`src/shared/vpm_pkg.sv`:
```
package vpm_pkg;
    timeunit 1ns;
    timeprecision 100ps;
    // ----------------------------------------
    // Register map (byte addresses)
    // ----------------------------------------
    localparam logic [7:0] VPM_ADDR_CTRL = 8'h00;
    localparam logic [7:0] VPM_ADDR_STRAP = 8'h04;
    localparam logic [7:0] VPM_ADDR_IRQ_STAT = 8'h08;
    localparam logic [7:0] VPM_ADDR_IRQ_CLR = 8'h0C;
    localparam logic [7:0] VPM_ADDR_IRQ_EN = 8'h10;
    localparam logic [7:0] VPM_ADDR_DDC = 8'h14;
    localparam logic [7:0] VPM_ADDR_STATUS = 8'h18;
    // ----------------------------------------
    // Control fields
    // ----------------------------------------
    localparam int VPM_CTRL_BORDER = 0;
    localparam int VPM_CTRL_FS_EN = 1;
    localparam int VPM_CTRL_FS_STALL = 2;
    localparam int VPM_CTRL_FS_POL = 3;
    localparam int VPM_CTRL_INTERLEAVE = 4;
    localparam logic [31:0] VPM_CTRL_RST = 32'h0000_0000;
    // Irq status bits
    localparam int VPM_IRQ_DEV = 0;
    localparam int VPM_IRQ_FIELD = 1;
    localparam int VPM_IRQ_STALL = 2;
    localparam int VPM_IRQ_W = 3;
    // Strap register fields
    localparam int VPM_STRAP_VIDEO = 8;
    // Pixel widths
    localparam int VPM_PIX_W = 12;
    localparam int VPM_WORD_W = 24;
    localparam int VPM_NPIN = 32;
    localparam int VPM_NBE = 4;
    // Pin numbers for port B / C data (address-data pins, 99 = byte-enable)
    localparam int VPM_BE_PIN = 99;

    typedef struct packed {
        logic hsync;
        logic vsync;
        logic active;
        logic border;
        logic [VPM_WORD_W-1:0] pixel;
    } vpm_video_s;

    typedef struct packed {
        logic [VPM_NPIN-1:0] ad_o;
        logic [VPM_NPIN-1:0] ad_oe;
        logic [VPM_NBE-1:0] be_n_o;
        logic [VPM_NBE-1:0] be_n_oe;
        logic [1:0] stb_o;
        logic [1:0] stb_n_o;
        logic [1:0] stb_oe;
    } vpm_pins_s;
endpackage : vpm_pkg

```
`src/logic/vpm_top.sv`:
```
// How it works
// - The card-present strap on the parity pin is caught after reset, and a 0 there selects video mode.
// - The eight sideband address pins are caught as an 8-bit card identifier readable by software.
// - In blank mode the port C blank output is active only over active pixels without border.
// - In border mode the port C blank output is active over active and border pixels, chosen by software.
// - The shared interrupt input is taken as an active-low request from either video device.
// - The port C field/stall input is set by software to act as TV field or as panel stall.
// - In field mode with an interleaved overlay, the overlay field follows the encoder's field.
// - In stall mode an active stall holds off pixel output for one horizontal line.
// - The field/stall input has programmable polarity and can be ignored entirely.
// - All six display control and DDC lines float while hard reset is held.
// - In video mode the secondary DDC clock and data lines work as an open two-wire channel; in port mode they are never driven.
// - In video mode each video signal goes to its fixed graphics port pin.
// - Each port sends 12 data bits on both edges of its differential clock, 24 bits per period.
module vpm_top
    import vpm_pkg::*;
#(
    parameter int PIX_W = VPM_PIX_W
)
(
    input wire logic clk,
    input wire logic rst_b,
    input wire logic wb_cyc_i,
    input wire logic wb_stb_i,
    input wire logic wb_we_i,
    input wire logic [7:0] wb_adr_i,
    input wire logic [3:0] wb_sel_i,
    input wire logic [31:0] wb_dat_i,
    output logic [31:0] wb_dat_o,
    output logic wb_ack_o,
    output logic irq_o,
    input wire logic graphics_port_parity_pin,
    input wire logic [7:0] graphics_sideband_addr_pins,
    input wire logic link_clk,
    input wire vpm_video_s port_b_video,
    input wire vpm_video_s port_c_video,
    output vpm_pins_s pins_o,
    output logic video_mode_o,
    input wire logic shared_video_irq_n,
    input wire logic port_c_field_stall_in,
    output logic overlay_field_o,
    output logic stall_hold_o,
    input wire logic hsync_tick,
    input wire logic [5:0] ddc_i,
    output logic [5:0] ddc_o,
    output logic [5:0] ddc_oe
);
    timeunit 1ns;
    timeprecision 100ps;

    // ----------------------------------------
    // Synchronisers (three stages, change on 2nd==3rd)
    // ----------------------------------------
    logic [2:0] lk_s_q, irq_s_q, fs_s_q;
    logic lk_q, irq_lvl_q, fs_lvl_q;
    always_ff @(posedge clk)
    begin
        if (!rst_b)
        begin
            lk_s_q <= 3'h0;
            irq_s_q <= 3'h7;
            fs_s_q <= 3'h0;
            lk_q <= 1'b0;
            irq_lvl_q <= 1'b1;
            fs_lvl_q <= 1'b0;
        end
        else
        begin
            lk_s_q <= {lk_s_q[1:0], link_clk};
            irq_s_q <= {irq_s_q[1:0], shared_video_irq_n};
            fs_s_q <= {fs_s_q[1:0], port_c_field_stall_in};
            if (lk_s_q[1] == lk_s_q[2])
                lk_q <= lk_s_q[2];
            if (irq_s_q[1] == irq_s_q[2])
                irq_lvl_q <= irq_s_q[2];
            if (fs_s_q[1] == fs_s_q[2])
                fs_lvl_q <= fs_s_q[2];
        end
    end

    // ----------------------------------------
    // Straps, caught in the first cycle after release
    // ----------------------------------------
    logic strap_done_q, video_q;
    logic [7:0] card_id_strap_q;
    always_ff @(posedge clk)
    begin
        if (!rst_b)
        begin
            strap_done_q <= 1'b0;
            video_q <= 1'b0;
            card_id_strap_q <= 8'h00;
        end
        else if (!strap_done_q)
        begin
            strap_done_q <= 1'b1;
            video_q <= ~graphics_port_parity_pin;
            card_id_strap_q <= graphics_sideband_addr_pins;
        end
    end
    assign video_mode_o = video_q;

    // ----------------------------------------
    // Registers
    // ----------------------------------------
    logic [31:0] ctrl_q;
    logic [VPM_IRQ_W-1:0] irq_stat_q, irq_en_q, irq_set;
    logic [5:0] ddc_drv_q;
    logic wr, rd;
    assign wr = wb_cyc_i && wb_stb_i && wb_we_i && !wb_ack_o;
    assign rd = wb_cyc_i && wb_stb_i && !wb_we_i && !wb_ack_o;

    always_ff @(posedge clk)
    begin
        if (!rst_b)
        begin
            ctrl_q <= VPM_CTRL_RST;
            irq_en_q <= '0;
            ddc_drv_q <= 6'h00;
        end
        else if (wr && wb_sel_i[0])
        begin
            if (wb_adr_i == VPM_ADDR_CTRL)
                ctrl_q <= {24'h000000, wb_dat_i[7:0]};
            if (wb_adr_i == VPM_ADDR_IRQ_EN)
                irq_en_q <= wb_dat_i[VPM_IRQ_W-1:0];
            if (wb_adr_i == VPM_ADDR_DDC)
                ddc_drv_q <= wb_dat_i[5:0];
        end
    end

    always_ff @(posedge clk)
    begin
        if (!rst_b)
        begin
            wb_ack_o <= 1'b0;
            wb_dat_o <= 32'h0000_0000;
        end
        else
        begin
            wb_ack_o <= wb_cyc_i && wb_stb_i && !wb_ack_o;
            if (rd)
            begin
                case (wb_adr_i)
                    VPM_ADDR_CTRL: wb_dat_o <= ctrl_q;
                    VPM_ADDR_STRAP: wb_dat_o <= {23'h000000, video_q, card_id_strap_q};
                    VPM_ADDR_IRQ_STAT: wb_dat_o <= {29'h0, irq_stat_q};
                    VPM_ADDR_IRQ_EN: wb_dat_o <= {29'h0, irq_en_q};
                    VPM_ADDR_DDC: wb_dat_o <= {26'h0, ddc_drv_q};
                    VPM_ADDR_STATUS: wb_dat_o <= {26'h0, ddc_i};
                    default: wb_dat_o <= 32'h0000_0000;
                endcase
            end
        end
    end

    // ----------------------------------------
    // Field / stall input
    // ----------------------------------------
    logic fs_act, fs_prev_q, stall_pend_q, field_q, stall_q;
    assign fs_act = ctrl_q[VPM_CTRL_FS_EN] && (fs_lvl_q ^ ctrl_q[VPM_CTRL_FS_POL]);
    always_ff @(posedge clk)
    begin
        if (!rst_b)
        begin
            fs_prev_q <= 1'b0;
            field_q <= 1'b0;
            stall_pend_q <= 1'b0;
            stall_q <= 1'b0;
        end
        else
        begin
            fs_prev_q <= fs_act;
            if (!ctrl_q[VPM_CTRL_FS_STALL] && ctrl_q[VPM_CTRL_INTERLEAVE])
                field_q <= fs_act;
            // Stall request is latched and served for one whole line
            if (ctrl_q[VPM_CTRL_FS_STALL] && fs_act && !fs_prev_q)
                stall_pend_q <= 1'b1;
            else if (hsync_tick && stall_pend_q)
                stall_pend_q <= 1'b0;
            if (hsync_tick)
                stall_q <= stall_pend_q;
        end
    end
    assign overlay_field_o = field_q;
    assign stall_hold_o = stall_q;

    // ----------------------------------------
    // Interrupts (set wins over clear)
    // ----------------------------------------
    assign irq_set = {ctrl_q[VPM_CTRL_FS_STALL] && fs_act && !fs_prev_q,
                      !ctrl_q[VPM_CTRL_FS_STALL] && fs_act != fs_prev_q,
                      !irq_lvl_q};
    logic [VPM_IRQ_W-1:0] irq_clr;
    assign irq_clr = (wr && wb_sel_i[0] && wb_adr_i == VPM_ADDR_IRQ_CLR) ? wb_dat_i[VPM_IRQ_W-1:0] : '0;
    always_ff @(posedge clk)
    begin
        if (!rst_b)
        begin
            irq_stat_q <= '0;
            irq_o <= 1'b0;
        end
        else
        begin
            irq_stat_q <= (irq_stat_q & ~irq_clr) | irq_set;
            irq_o <= |(((irq_stat_q & ~irq_clr) | irq_set) & irq_en_q);
        end
    end

    // ----------------------------------------
    // Pixel output: half word per link clock edge
    // ----------------------------------------
    logic lk_prev_q, lk_edge;
    assign lk_edge = lk_q != lk_prev_q;
    logic [PIX_W-1:0] b_half, c_half;
    logic c_blank_n;
    always_comb
    begin
        b_half = lk_q ? port_b_video.pixel[VPM_WORD_W-1:PIX_W] : port_b_video.pixel[PIX_W-1:0];
        c_half = lk_q ? port_c_video.pixel[VPM_WORD_W-1:PIX_W] : port_c_video.pixel[PIX_W-1:0];
        if (ctrl_q[VPM_CTRL_BORDER])
            c_blank_n = !(port_c_video.active || port_c_video.border);
        else
            c_blank_n = !(port_c_video.active && !port_c_video.border);
    end

    vpm_pins_s pins_d;
    always_comb
    begin
        pins_d = '0;
        pins_d.ad_o[3] = b_half[0];
        pins_d.ad_o[2] = b_half[1];
        pins_d.ad_o[5] = b_half[2];
        pins_d.ad_o[4] = b_half[3];
        pins_d.ad_o[7] = b_half[4];
        pins_d.ad_o[6] = b_half[5];
        pins_d.ad_o[8] = b_half[6];
        pins_d.be_n_o[0] = b_half[7];
        pins_d.ad_o[10] = b_half[8];
        pins_d.ad_o[9] = b_half[9];
        pins_d.ad_o[12] = b_half[10];
        pins_d.ad_o[11] = b_half[11];
        pins_d.ad_o[0] = port_b_video.hsync;
        pins_d.ad_o[1] = port_b_video.vsync;
        pins_d.be_n_o[1] = !(port_b_video.active && !port_b_video.border);
        pins_d.ad_o[19] = c_half[0];
        pins_d.ad_o[20] = c_half[1];
        pins_d.ad_o[21] = c_half[2];
        pins_d.ad_o[22] = c_half[3];
        pins_d.ad_o[23] = c_half[4];
        pins_d.be_n_o[3] = c_half[5];
        pins_d.ad_o[25] = c_half[6];
        pins_d.ad_o[24] = c_half[7];
        pins_d.ad_o[27] = c_half[8];
        pins_d.ad_o[26] = c_half[9];
        pins_d.ad_o[29] = c_half[10];
        pins_d.ad_o[28] = c_half[11];
        pins_d.ad_o[17] = port_c_video.hsync;
        pins_d.ad_o[16] = port_c_video.vsync;
        pins_d.ad_o[18] = c_blank_n;
        pins_d.stb_o = {lk_q, lk_q};
        pins_d.stb_n_o = {!lk_q, !lk_q};
        if (video_q)
        begin
            // Pins 13-15, 30, 31 are inputs in video mode
            pins_d.ad_oe = 32'h3FFF_FFFF & ~32'h0000_E000;
            pins_d.ad_oe[30] = 1'b0;
            pins_d.be_n_oe = 4'hB;
            pins_d.stb_oe = 2'h3;
        end
        if (stall_q)
        begin
            // Syncs and blank keep running so the receiver stays locked
            pins_d.ad_o = pins_d.ad_o & ~32'h3FF8_1FFC;
            pins_d.be_n_o = pins_d.be_n_o & ~4'h9;
        end
    end

    always_ff @(posedge clk)
    begin
        if (!rst_b)
        begin
            lk_prev_q <= 1'b0;
            pins_o <= '0;
        end
        else
        begin
            lk_prev_q <= lk_q;
            if (lk_edge || !video_q)
                pins_o <= pins_d;
        end
    end

    // ----------------------------------------
    // Display control / DDC open-drain lines
    // ----------------------------------------
    always_ff @(posedge clk)
    begin
        if (!rst_b)
        begin
            ddc_oe <= 6'h00;
            ddc_o <= 6'h00;
        end
        else
        begin
            ddc_o <= 6'h00;
            ddc_oe <= video_q ? ddc_drv_q : 6'h00;
        end
    end
endmodule : vpm_top

```
`config.mk`:
```
export PLATFORM = sky130hd
export DESIGN_NAME = vpm_top
export DESIGN_NICKNAME = d
export VERILOG_FILES = /design/src/shared/vpm_pkg.sv /design/src/logic/vpm_top.sv
export SDC_FILE = /design/constraint.sdc
export NUM_CORES = 1
export LEC_CHECK = 0
export BUFFER_PORTS_ARGS = -buffer_cell sky130_fd_sc_hd__buf_2
export CAP_MARGIN = 10
export CORE_MARGIN = 1.5
export CORE_UTILIZATION = 45
export DETAILED_ROUTE_END_ITERATION = 6
export GPL_TIMING_DRIVEN = 0
export PLACE_DENSITY = 0.81
export REMOVE_ABC_BUFFERS = 1
export SLEW_MARGIN = 20
export SYNTH_ARGS = -nofsm -noshare
export SYNTH_HDL_FRONTEND = slang
export SYNTH_SLANG_ARGS = --single-unit
```
`constraint.sdc`:
```
create_clock -name clk -period 2.45 [get_ports clk]
set_clock_uncertainty 0.05 [all_clocks]
set_input_delay 0.1225 -clock clk [delete_from_list [all_inputs] [get_ports clk]]
set_output_delay 0.1225 -clock clk [all_outputs]
set_load 0.01 [all_outputs]
```
Word level (Yosys, flattened, before mapping)
Cells that the tools add are included.

operators by class
  equal/unequal tests = 11
  mux-type cells = 13
  bitwise operators = 6
  reduce and logical (&&, ||, !) cells = 37

operator list
  kind                                                             count
  30-bit 2-to-1 mux                                                2
  9-bit one-hot mux with 6 select lines                            1
  8-bit by 5-bit == test with 1-bit output, second input constant  3
  12-bit 2-to-1 mux                                                2
  8-bit by 4-bit == test with 1-bit output, second input constant  2
  1-bit logical AND                                                16
  1-bit logical NOT                                                12
  8-bit by 3-bit == test with 1-bit output, second input constant  1
  8-bit logical NOT                                                1
  4-bit 2-to-1 mux                                                 2
  2-bit AND reduction                                              4
  3-bit AND                                                        2
  1-bit 2-to-1 mux                                                 4
  1-bit == test                                                    3
  3-bit 2-to-1 mux                                                 1
  3-bit inverter                                                   1
  3-bit OR                                                         1
  3-bit OR reduction                                               1
  1-bit logical OR                                                 2
  2-bit 2-to-1 mux                                                 1
  1-bit inequality test                                            2
  2-bit nonzero test                                               1
  1-bit inverter                                                   1
  1-bit bitwise XOR                                                1

storage, ports and cells
  flip-flop bits (word level) = 163
  input port bits = 124
  output and inout port bits = 127
  logic and storage cells = 96

Longest topological paths before layout
Gate-level depths: netlist (run 1).

  depth in word-level cells = 11
  gate-level depth with buffers = 7
  mapped depth without buffers = 5

Least setup slack after synthesis (run 1)
No wires, ideal clock.

  kind = flip-flop to flip-flop
  from = reg wb_ack_o
  to = reg wb_dat_o[3]
  data arrival time = 1.707 ns
  setup slack = 0.624 ns
  stages on the path, launching flop included = 6
  cell sequence = dfxtp_1 nand3b_1 or2_2 clkbuf_1 or4b_4 o21ai_1

on the way
  word-level cells in the longest chain between the ends = 2

RTL lines
  element                 line            source
  from (decl)             vpm_top.sv:30   output logic wb_ack_o,
  from (signal assigned)  vpm_top.sv:141  wb_ack_o <= wb_cyc_i && wb_stb_i && !wb_ack_o;
  1-bit logical NOT       vpm_top.sv:111  assign rd = wb_cyc_i && wb_stb_i && !wb_we_i && !wb_ack_o;
  1-bit logical AND       vpm_top.sv:111
  to (signal assigned)    vpm_top.sv:145  VPM_ADDR_CTRL: wb_dat_o <= ctrl_q;
  to (signal assigned)    vpm_top.sv:146  VPM_ADDR_STRAP: wb_dat_o <= {23'h000000, video_q, card_id_strap_q};
  to (signal assigned)    vpm_top.sv:147  VPM_ADDR_IRQ_STAT: wb_dat_o <= {29'h0, irq_stat_q};
  to (decl)               vpm_top.sv:29   output logic [31:0] wb_dat_o,

No other way between the ends.
A chain may end at the register's enable or synchronous reset.

Worst setup path after layout (run 1)
  from = reg lk_q
  to = reg pins_o[74] (netlist bit)

on the way
  word-level cells in the longest chain between the ends = 2

RTL lines
  element                                                     line                            source
  from (decl)                                                 vpm_top.sv:55                   logic lk_q, irq_lvl_q, fs_lvl_q;
  from (signal assigned)                                      vpm_top.sv:73                   lk_q <= lk_s_q[2];
  12-bit 2-to-1 mux or 1-bit inequality test (tied branches)  vpm_top.sv:220, vpm_top.sv:214
  30-bit 2-to-1 mux or 1-bit logical OR (tied branches)       vpm_top.sv:271, vpm_top.sv:289
  to (signal assigned)                                        vpm_top.sv:290                  pins_o <= pins_d;
  to (decl)                                                   vpm_top.sv:37                   output vpm_pins_s pins_o,

Several ways; a longest one is shown, not always the timed one.

==> metrics.yaml, run 1 <==
timing:
  maxSlewHeadroom: 0.364
  period_minus_slack_ns: 2.07
  report.final.hold_viol_count: 0
  min_period_over_period: 0.844
  slew_viol_final: 0
  fmax_mhz: 483
  worst_pin_slew_ns: 0.955
  setup_viol: 0
  rsz0062_at_grt: "no"
worst_setup_path:
  path_max_fanout: 38
  cp.arrival_ns: 2.24
  path_class: "reg2reg"
  reg2reg_slack_ns: 0.38
  cp-end-kind: "register"
  startpoint_type: "register"
  worstPathRequired_ns: 2.63
cts:
  cts_tree: "yes"
  post_cts_buffers: 0
  worstSkewPairLatency_ns: 0.36
  cts_buffers: 9
  clock-sinks: 97
  clk_pin_slew_worst_paths_ns: 0.09
  cts-root-buf: "clkbuf_8"
  htreeDepth: 3
  cts_buffer_depth: 2
layout:
  design_area_sq_mm: 0.00558
  fin_nets: 796
  fin_util: 0.568
  seqCellArea_sq_mm: 0.00195
  instances_no_fill: 811
  multi_input_area_sq_mm: 0.00207
  drive_above_1_share: 0.323
  fill_cells: 870
  layout-area-overhead-vs-synth_pct: 22.4
run_status:
  status: "complete, no violations"
logic_synthesis:
  synthCells: 523
  synth_seq_cells: 97
  yosys_warnings: 0
  ys.flop_type: "dfxtp_1"
  synth-async-reset-ratio: 0
  syn_area_sq_mm: 0.00456
  synth-seq-area-share: 0.426
  synth.avg_cell_area_sq_um: 8.72
  synthTopCellsByArea: "dfxtp_1, buf_4, mux2i_1"
  synth_cell_types: 47
  yosys.area.top_type: "dfxtp_1"
  synth-edff-count: 0
  synthDominantCellAreaShare: 0.426
detailed_routing:
  drt-initial-drc-count: 169
  wire_per_inst_um: 13.5
  via_per_inst: 5.00
  postRouteAntennaNets: 0
  route.detailed.drc: 0
  wl_um: 11000
  vias: 4056
  dr.pass1.iters: 4
placement:
  portBuffers: 182
  placedCellCount: 771
  gp_congestion: 0.849
  hpwlAfterDp_um: 7770
  placed_area_sq_mm: 0.00512
floorplan:
  die_y_um: 104
  die-area_sq_mm: 0.0107
  core_area_sq_mm: 0.00982
  die_w_um: 104
  num_rows: 36
  ios: 251
  initial_utilization: 0.464
pwr:
  power_density_mw_per_mm2: 567
  ir_drop_mv: 0.280
  p_leak_nw: 2.64
  p_total_w: 0.00317
global_route:
  overflow: 0
  track_usage: 0.197
  grt_max_degree: 58
  grt_pass1_wl_um: 17300
  antenna_found_initial: 1
  grt_pass1_vias: 3689
flow_run:
  cap_violations: 0
min_path:
  hold_path.class: "in2reg"
==> per-stage QoR <==
step                      TNS, ns  hold slack [ns]  setup WS, ns
after detailed placement    -1.05            0.258        -0.372
after global placement     -38.72            0.257         -1.09
after CTS                       0          0.00152        0.0165
final                           0           0.0180         0.381
after global routing            0          0.00667         0.226
after floorplan            -14.07            0.100        -0.401
==> cell families (layout without fill, tap and decap cells) <==
| family | after synthesis | in the layout | share of synthesized area |
|---|---|---|---|
| AOI/OAI and AO/OA | 92 | 92 | 0.121 |
| xor gates and xnor gates | 3 | 3 | 0.00576 |
| buffers and inverters | 110 | 224 | 0.154 |
| DFF | 97 | 97 | 0.426 |
| muxes | 48 | 48 | 0.107 |
| other | 1 | 42 | 0.000822 |
| and+or+nand+nor | 172 | 172 | 0.186 |
==> path summary, 6_finish.rpt <==
check | startpoint | end | depth (start not counted)
worst min register to register | irq_s_q[0]$_SDFF_PN1_ | irq_s_q[1]$_SDFF_PN1_ | 1
worst min-delay path | wb_dat_i[0] | irq_stat_q[0]$_SDFF_PN0_ | 3
worst max-delay path | lk_q$_SDFFE_PN0N_ | pins_o[74]$_SDFFE_PN0P_ | 6
worst max register to register | lk_q$_SDFFE_PN0N_ | pins_o[74]$_SDFFE_PN0P_ | 6
==> Yosys cell counts (all sizes together), types with 2 or more instances <==
library cell / number
or3: 3
and3: 7
nand3: 15
a21boi: 2
buf: 85
mux2i: 43
o21a: 2
o2bb2ai: 3
o22a: 3
nor3: 29
nor2b: 2
dfxtp: 97
a21oi: 47
and2: 11
xnor2: 2
nor2: 53
nand2: 34
a31o: 6
a22oi: 6
o21ai: 19
or4b: 2
nand4b: 2
nor3b: 2
nand2b: 5
nand3b: 2
mux2: 5
clkbuf: 23
==> sequential cells by signal, indices dropped and copies added, names as in the netlist, 3 cells and up <==
register	count
ddc_drv_q	6
irq_en_q	3
pins_o	33
fs_s_q	3
wb_dat_o	9
ctrl_q	8
irq_s_q	3
lk_s_q	3
irq_stat_q	3
card_id_strap_q	8
ddc_oe	6
==> worst max-delay path, cell delays in order, from the launching register on <==
cell and delay [ns]:
dfxtp_4 0.65, xnor2_1 0.21, and2_2 0.44, buf_16 0.24, nor3_1 0.08, a21oi_1 0.19, nor2_1 0.05
==> cell usage in the layout, fill, tap and decap left out, drive strengths merged, types with 3 or more instances in the layout <==
cell	instances
dlygate4sd3	23
nand2b	5
conb	41
buf	183
o21ai	19
nand3	15
clkinv	4
and2	11
a22oi	6
nor2	53
mux2	5
and3	7
nor3	29
clkbuf	9
a21oi	47
or3	3
o2bb2ai	3
o22a	3
dfxtp	97
mux2i	43
nand2	34
a31o	6
==> cell type report <==
cell class                      count  share of cell area
Clock buffer                        9              0.0222
Timing Repair Buffer              206               0.209
Tap cell                          133              0.0298
Sequential cell                    97               0.349
Clock inverter                      7              0.0170
Inverter                            2             0.00179
Antenna cell                        1            0.000448
Multi-Input combinational cell    356               0.371
==> repair_timing <==
item	CTS	global route
endpoints found under the setup margin	0	14
hold buffers	23	0
gates resized for setup	0	2
hold endpoints to repair	25	0
==> where the power goes <==
part           internal (W)  leakage [nW]  switching [W]  total, W
registers           0.00163         0.794      0.0000335   0.00166
clock network      0.000575         0.109       0.000552   0.00113
logic              0.000171          1.74       0.000207  0.000379
total               0.00237          2.64       0.000793   0.00317
==> metal layers <==
metal | wire length, um | vias up | GRT usage
met5 | 0 | - | 0
met4 | 312 | 0 | 0.0972
met3 | 714 | 30 | 0.0478
met2 | 5550 | 173 | 0.355
met1 | 4380 | 1886 | 0.217
li1 | - | 1967 | -
(Power assumes the default switching activity.)
==> run 2: changes to the inputs <==
--- a/config.mk
+++ b/config.mk
@@ -5,6 +5,7 @@
 export SDC_FILE = /design/constraint.sdc
 export NUM_CORES = 1
 export LEC_CHECK = 0
+export ABC_AREA = 1
 export BUFFER_PORTS_ARGS = -buffer_cell sky130_fd_sc_hd__buf_2
 export CAP_MARGIN = 10
 export CORE_MARGIN = 1.5
==> constraint.sdc (replaced) <==
create_clock -name clk -period 1.97 [get_ports clk]
set_clock_uncertainty 0.05 [all_clocks]
set_input_delay 0.0985 -clock clk [delete_from_list [all_inputs] [get_ports clk]]
set_output_delay 0.0985 -clock clk [all_outputs]
set_load 0.01 [all_outputs]
==> run 2 against run 1 <==
Net effect:
- hold slack improved by 0.0028 ns
- first-iteration DRC count increased by 5.3%
- sequential power increased by 26%
- combinational power grew 39%
- register-to-register slack worse by 0.22 ns
- clock-buffer cell count unchanged
- synthesized cell count increased by 20%
- fmax increased by 15%
- critical endpoint is now pins_o[11]$_SDFFE_PN0P_
- power up 29%
- non-clock buffer count up 16
- clock power is 30% higher
==> metrics.yaml, run 2 <==
global_route:
  grtUsageMet3: 0.0420  # -0.00585
  grt-busiest-layer: "met2"
  antenna_found_initial: 0  # -1
  use_met1: 0.251  # +0.0340
  overflow: 0  # unchanged
  track_usage: 0.206  # +0.00880
  grt_pass1_wl_um: 18300  # +5.8%
  grt_pass1_vias: 3925  # +6.4%
  grt_max_degree: 71  # +22%
  globalRouteMet2Util: 0.351  # -0.00420
layout:
  design_area_sq_mm: 0.00577  # +3.5%
  fin_nets: 922  # +16%
  layout-area-overhead-vs-synth_pct: 24.7
  antenna_cells: 0  # -1
  most-common-layout-cells: "buf_2, nor2_1, dfxtp_1"
  top_register: "pins_o"
  largest_reg_flops: 33  # unchanged
  drive_above_1_share: 0.280  # -0.0433
  reg_top3: "pins_o: 33 flops, wb_dat_o: 9 flops"
  final_common_cell: "buf_2"
timing:
  setup_viol: 0  # unchanged
  min_period_over_period: 0.916  # +0.0713
  fmax_mhz: 554  # +15%
  report.final.hold_viol_count: 0  # unchanged
  rsz0062_at_grt: "no"
  worst_pin_slew_ns: 0.934  # -0.0207 ns
  slew_viol_final: 0  # unchanged
  period_minus_slack_ns: 1.80  # -0.265 ns
  maxSlewHeadroom: 0.376  # +0.0129
pwr:
  p_leak_nw: 2.93  # +11%
  combinationalPowerShare: 0.129  # +0.009
  netSwitchingFraction: 0.263  # +0.0125
  power_density_mw_per_mm2: 708  # +25%
  p_total_w: 0.00409  # +29%
  power_switching_w: 0.00107  # +36%
  ir_drop_mv: 0.468  # +67%
  clock_power_share: 0.359  # +0.003
  internal-power_w: 0.00301  # +27%
  pwr-share-seq: 0.511  # -0.014
logic_synthesis:
  ys.flop_type: "dfxtp_1"
  synth_common_cells: "nor2_1, dfxtp_1, nand2_1, o21ai_0, buf_4"
  synth.most_common_cell: "nor2_1"
  synthDominantCellAreaShare: 0.420  # -0.00633
  synth_seq_cells: 97  # unchanged
  yosys_warnings: 0  # unchanged
  synth-seq-area-share: 0.420  # -0.00633
  yosys.area.top_type: "dfxtp_1"
  syn_area_sq_mm: 0.00463  # +1.5%
  synthCells: 625  # +20%
  synth-async-reset-ratio: 0  # unchanged
  synthTopCellsByArea: "dfxtp_1, buf_4, nor2_1"
  synth_cell_types: 27  # -43%
  synth.avg_cell_area_sq_um: 7.41  # -15%
  synth-edff-count: 0  # unchanged
detailed_routing:
  postRouteAntennaNets: 0  # unchanged
  wl_um: 11300  # +3.2%
  via_per_inst: 4.59  # -8.2%
  drt-initial-drc-count: 178  # +5.3%
  vias: 4299  # +6.0%
  dr.pass1.iters: 4  # unchanged
  wire_per_inst_um: 12.1  # -11%
  route.detailed.drc: 0  # unchanged
cts:
  cts-root-buf: "clkbuf_8"
  cts_buffers: 9  # unchanged
  cts_buffer_depth: 2  # unchanged
  worstSkewPairLatency_ns: 0.36  # about the same
  cts_tree: "yes"
  post_cts_buffers: 0  # unchanged
  clk_pin_slew_worst_paths_ns: 0.10  # about the same
  htreeDepth: 3  # unchanged
  clock-sinks: 97  # unchanged
worst_setup_path:
  worstPathRequired_ns: 2.18  # -0.45 ns
  startpoint_type: "register"
  path_class: "reg2reg"
  cp.arrival_ns: 2.01  # -0.23 ns
  path_max_fanout: 59  # +55%
  cp-end-kind: "register"
min_path:
  hold_path.class: "in2reg"
placement:
  gp_congestion: 0.810  # -4.6%
  placed_area_sq_mm: 0.00513  # about the same
  hpwlAfterDp_um: 7440  # -4.3%
  portBuffers: 182  # unchanged
floorplan:
  ios: 251  # unchanged
  die_w_um: 104  # +0.73%
  initial_utilization: 0.469  # +0.00486
  num_rows: 36  # unchanged
  die-area_sq_mm: 0.0109  # +1.5%
  die_y_um: 104  # +0.73%
  core_area_sq_mm: 0.00986  # +0.46%
flow_run:
  cap_violations: 0  # unchanged
run_status:
  status: "complete, no violations"
## run 2: per-stage QoR
step	hold slack (ns)	TNS [ns]	cells	worst slack, ns	util
after floorplan	0.0762	-17.47	564	-0.830	-
after global placement	0.232	-10.64	879	-0.616	0.520
after detailed placement	0.234	-11.93	879	-0.623	0.520
after CTS	0.00216	0	936	0.158	0.585
after global routing	0.0206	0	936	0.0554	0.585
final	0.0207	0	936	0.166	0.585
## run 2: worst max-delay path, cell delays in order (launching register included)
cell and delay, ns:
dfxtp_4 0.58, xnor2_4 0.13, nand2_4 0.41, o21ai_0 0.21
a31oi_1 0.29
## run 2: routing by layer
layer  vias up  wire [um]
met2       207       5270
met5         -          0
met4         0        259
li1       2228          -
met3        23        879
met1      1841       4880
## run 2: cell type report
type | instances | area [sq um]
clock buffer | 9 | 124
clock inverter | 7 | 106
fill | 903 | 4090
inverter | 46 | 176
multi-input combinational | 421 | 1940
sequential | 97 | 1950
tap | 133 | 166
timing repair buffer | 222 | 1310
timing repair inverter | 1 | 5.00
## run 2: repair_timing
item,4_1_cts,5_1_grt
hold endpoints to repair,40,0
endpoints found under the setup margin,38,8
gates resized for setup,3,1
hold buffers,40,0
cloned,1,0
## run 2: power by group through the flow
stage | sequential, W | combinational [W] | clock (W)
floorplan | 0.00216 | 0.000200 | 0
global placement | 0.00213 | 0.000449 | 0
detailed placement | 0.00213 | 0.000455 | 0
CTS | 0.00209 | 0.000518 | 0.00152
global route | 0.00210 | 0.000585 | 0.00160
finish | 0.00209 | 0.000528 | 0.00147
## run 2: cells by family after synthesis
| logic type | Yosys count | share of synthesized area |
|---|---|---|
| other cells | 1 | 0.000810 |
| compound gates | 145 | 0.164 |
| flops | 97 | 0.420 |
| xor+xnor | 1 | 0.00595 |
| simple gates | 234 | 0.215 |
| buf+inv | 147 | 0.195 |
## run 2: path summary, 6_finish.rpt
| path | endpoint | cells after the start | slack (ns) | start |
|---|---|---|---|---|
| worst max-delay path | pins_o[11]$_SDFFE_PN0P_ | 4 | 0.17 | lk_q$_SDFFE_PN0N_ |
| worst min-delay path | irq_en_q[1]$_SDFFE_PN0P_ | 3 | 0.02 | wb_dat_i[1] |
| worst max register to register | pins_o[11]$_SDFFE_PN0P_ | 4 | 0.17 | lk_q$_SDFFE_PN0N_ |
| worst min register to register | irq_s_q[1]$_SDFF_PN1_ | 1 | 0.37 | irq_s_q[0]$_SDFF_PN1_ |
==> run 3: changes to the inputs <==
==> constraint.sdc (replaced) <==
create_clock -name clk -period 1.97 [get_ports clk]
set_clock_uncertainty 0.05 [all_clocks]
set_input_delay 0.0985 -clock clk [delete_from_list [all_inputs] [get_ports clk]]
set_output_delay 0.0985 -clock clk [all_outputs]
set_load 0.1 [all_outputs]
==> run 3 against run 2 <==
Net effect:
- combinational power up 140%
- setup slack better by 0.0061 ns
- critical path depth unchanged
- clock power about the same
- final cell count unchanged
- utilization about the same
- sequential share of layout area about the same
- clock-buffer cell count unchanged
- largest cell class unchanged
- highest routed layer unchanged
==> metrics.yaml, run 3 (synthesis gave the netlist of run 2 again) <==
layout:
  fin_nets: 922  # unchanged
  fill_cells: 901  # -0.22%
  drive_above_1_share: 0.283  # +0.00249
  reg_top3: "pins_o: 33 flops, wb_dat_o: 9 flops"
  multi_input_area_sq_mm: 0.00194  # unchanged
  most-common-layout-cells: "buf_2, nor2_1, dfxtp_1"
  largest_reg_flops: 33  # unchanged
  final_common_cell: "buf_2"
  layout-area-overhead-vs-synth_pct: 24.8  # about the same
  seqCellArea_sq_mm: 0.00195  # +0.13%
  top_register: "pins_o"
  antenna_cells: 0  # unchanged
timing:
  report.final.hold_viol_count: 0  # unchanged
  tns_ns: 0  # unchanged
  holdWs_ns: 0.0232  # +0.00246 ns
  min_period_over_period: 0.913  # -0.00308
  maxSlewHeadroom: 0.537  # +0.161
  slew_viol_final: 0  # unchanged
  worst_pin_slew_ns: 0.692  # -0.243 ns
  rsz0062_at_grt: "no"
  fmax_mhz: 556  # +0.34%
  setup_viol: 0  # unchanged
  period_minus_slack_ns: 1.80  # -0.00608 ns
floorplan:
  die-area_sq_mm: 0.0109  # unchanged
  initial_utilization: 0.469  # unchanged
  num_rows: 36  # unchanged
  ios: 251  # unchanged
  die_y_um: 104  # unchanged
  die_w_um: 104  # unchanged
  core_area_sq_mm: 0.00986  # unchanged
detailed_routing:
  dr.pass1.iters: 4  # unchanged
  wl_um: 11300  # -0.12%
  wire_per_inst_um: 12.1  # -0.12%
  vias: 4324  # +0.58%
  via_per_inst: 4.62  # +0.58%
  postRouteAntennaNets: 0  # unchanged
  drt-initial-drc-count: 157  # -12%
  route.detailed.drc: 0  # unchanged
worst_setup_path:
  slowest_delay_ns: 0.58  # about the same
  cp-end-kind: "register"
  crit_slowest_cell: "dfxtp_4"
  path_buf_inv: 0  # unchanged
  cp_top_family: "flip-flops"
  path_class: "reg2reg"
  startpoint_type: "register"
  path_max_fanout: 59  # unchanged
  path_cells: "xnor2_4 > nand2_4 > o21ai_0 > a31oi_1"
  cp.arrival_ns: 2.01  # about the same
  worstPathRequired_ns: 2.18  # about the same
cts:
  cts_tree: "yes"
  cts_buffers: 9  # unchanged
  clock-sinks: 97  # unchanged
  htreeDepth: 3  # unchanged
  worstSkewPairLatency_ns: 0.36  # about the same
  cts-root-buf: "clkbuf_8"
  cts_buffer_depth: 2  # unchanged
  post_cts_buffers: 0  # unchanged
  clk_pin_slew_worst_paths_ns: 0.10  # about the same
pwr:
  ir_drop_mv: 0.536  # +14%
  p_leak_nw: 2.93  # about the same
  power_density_mw_per_mm2: 834  # +18%
global_route:
  overflow: 0  # unchanged
  grt_pass1_wl_um: 18300  # unchanged
  track_usage: 0.206  # unchanged
  grt_max_degree: 71  # unchanged
  antenna_found_initial: 0  # unchanged
  grt_pass1_vias: 3925  # unchanged
placement:
  portBuffers: 182  # unchanged
  gp_congestion: 0.810  # unchanged
  hpwlAfterDp_um: 7440  # unchanged
min_path:
  hold_path.class: "in2reg"
run_status:
  status: "complete, no violations"
flow_run:
  cap_violations: 0  # unchanged
==> run 3: cell count changes in the layout (fill, tap and decap cells not counted) <==
cell     before  now
dfxtp_1      96   94
dfxtp_2       0    2
==> run 3: metal layers <==
| layer | vias up | part of all wire | track usage |
|---|---|---|---|
| met5 | - | 0 | 0 |
| met4 | 0 | 0.020 | 0.0903 |
| met3 | 20 | 0.078 | 0.0420 |
| met2 | 209 | 0.47 | 0.351 |
| met1 | 1867 | 0.43 | 0.251 |
| li1 | 2228 | - | - |
==> run 3: tightest hold or removal path: cells and delay by family <==
family	cells	cell delay, ns
buffers and inverters	1	0.13
and+or+nand+nor	1	0.07
AOI/OAI and AO/OA	1	0.09
==> run 3: where the power goes <==
group	total (W)	internal, W	switching (W)
combinational	0.00126	0.000234	0.00102
clock	0.00147	0.000740	0.000732
sequential	0.00209	0.00204	0.0000512
total	0.00482	0.00301	0.00181
==> run 3: what timing repair did <==
action / in CTS / in global routing
endpoints found under the hold margin: 40 / 0
setup endpoints to repair: 39 / 40
gates cloned: 1 / 0
resized for setup: 4 / 2
hold buffers: 40 / 0
==> run 3: through the flow <==
step	power (W)	setup slack (ns)	cells	util	cell area [sq um]
after floorplan	0.00308	-19.87	564	-	4050
after global placement	0.00331	-0.616	879	0.520	5130
after detailed placement	0.00332	-0.623	879	0.520	5130
after CTS	0.00485	0.0767	936	0.585	5770
after global routing	0.00501	0.0578	936	0.585	5780
final	0.00482	0.172	936	0.585	5780
==> run 3: final cells by class <==
type,instances,area share
multi-input combinational,421,0.335
clock inverter,7,0.0184
timing repair inverter,1,0.000867
timing repair buffer,222,0.227
inverter,46,0.0305
clock buffer,9,0.0214
sequential,97,0.337
tap,133,0.0288
==> run 3: path summary, 6_finish.rpt <==
| check | from | endpoint | slack [ns] | depth (start not counted) |
|---|---|---|---|---|
| worst max-delay path | lk_q$_SDFFE_PN0N_ | pins_o[11]$_SDFFE_PN0P_ | 0.17 | 4 |
| worst min-delay path | wb_dat_i[1] | irq_en_q[1]$_SDFFE_PN0P_ | 0.02 | 3 |
| worst max register to register | lk_q$_SDFFE_PN0N_ | pins_o[11]$_SDFFE_PN0P_ | 0.17 | 4 |
| worst min register to register | irq_s_q[0]$_SDFF_PN1_ | irq_s_q[1]$_SDFF_PN1_ | 0.37 | 1 |
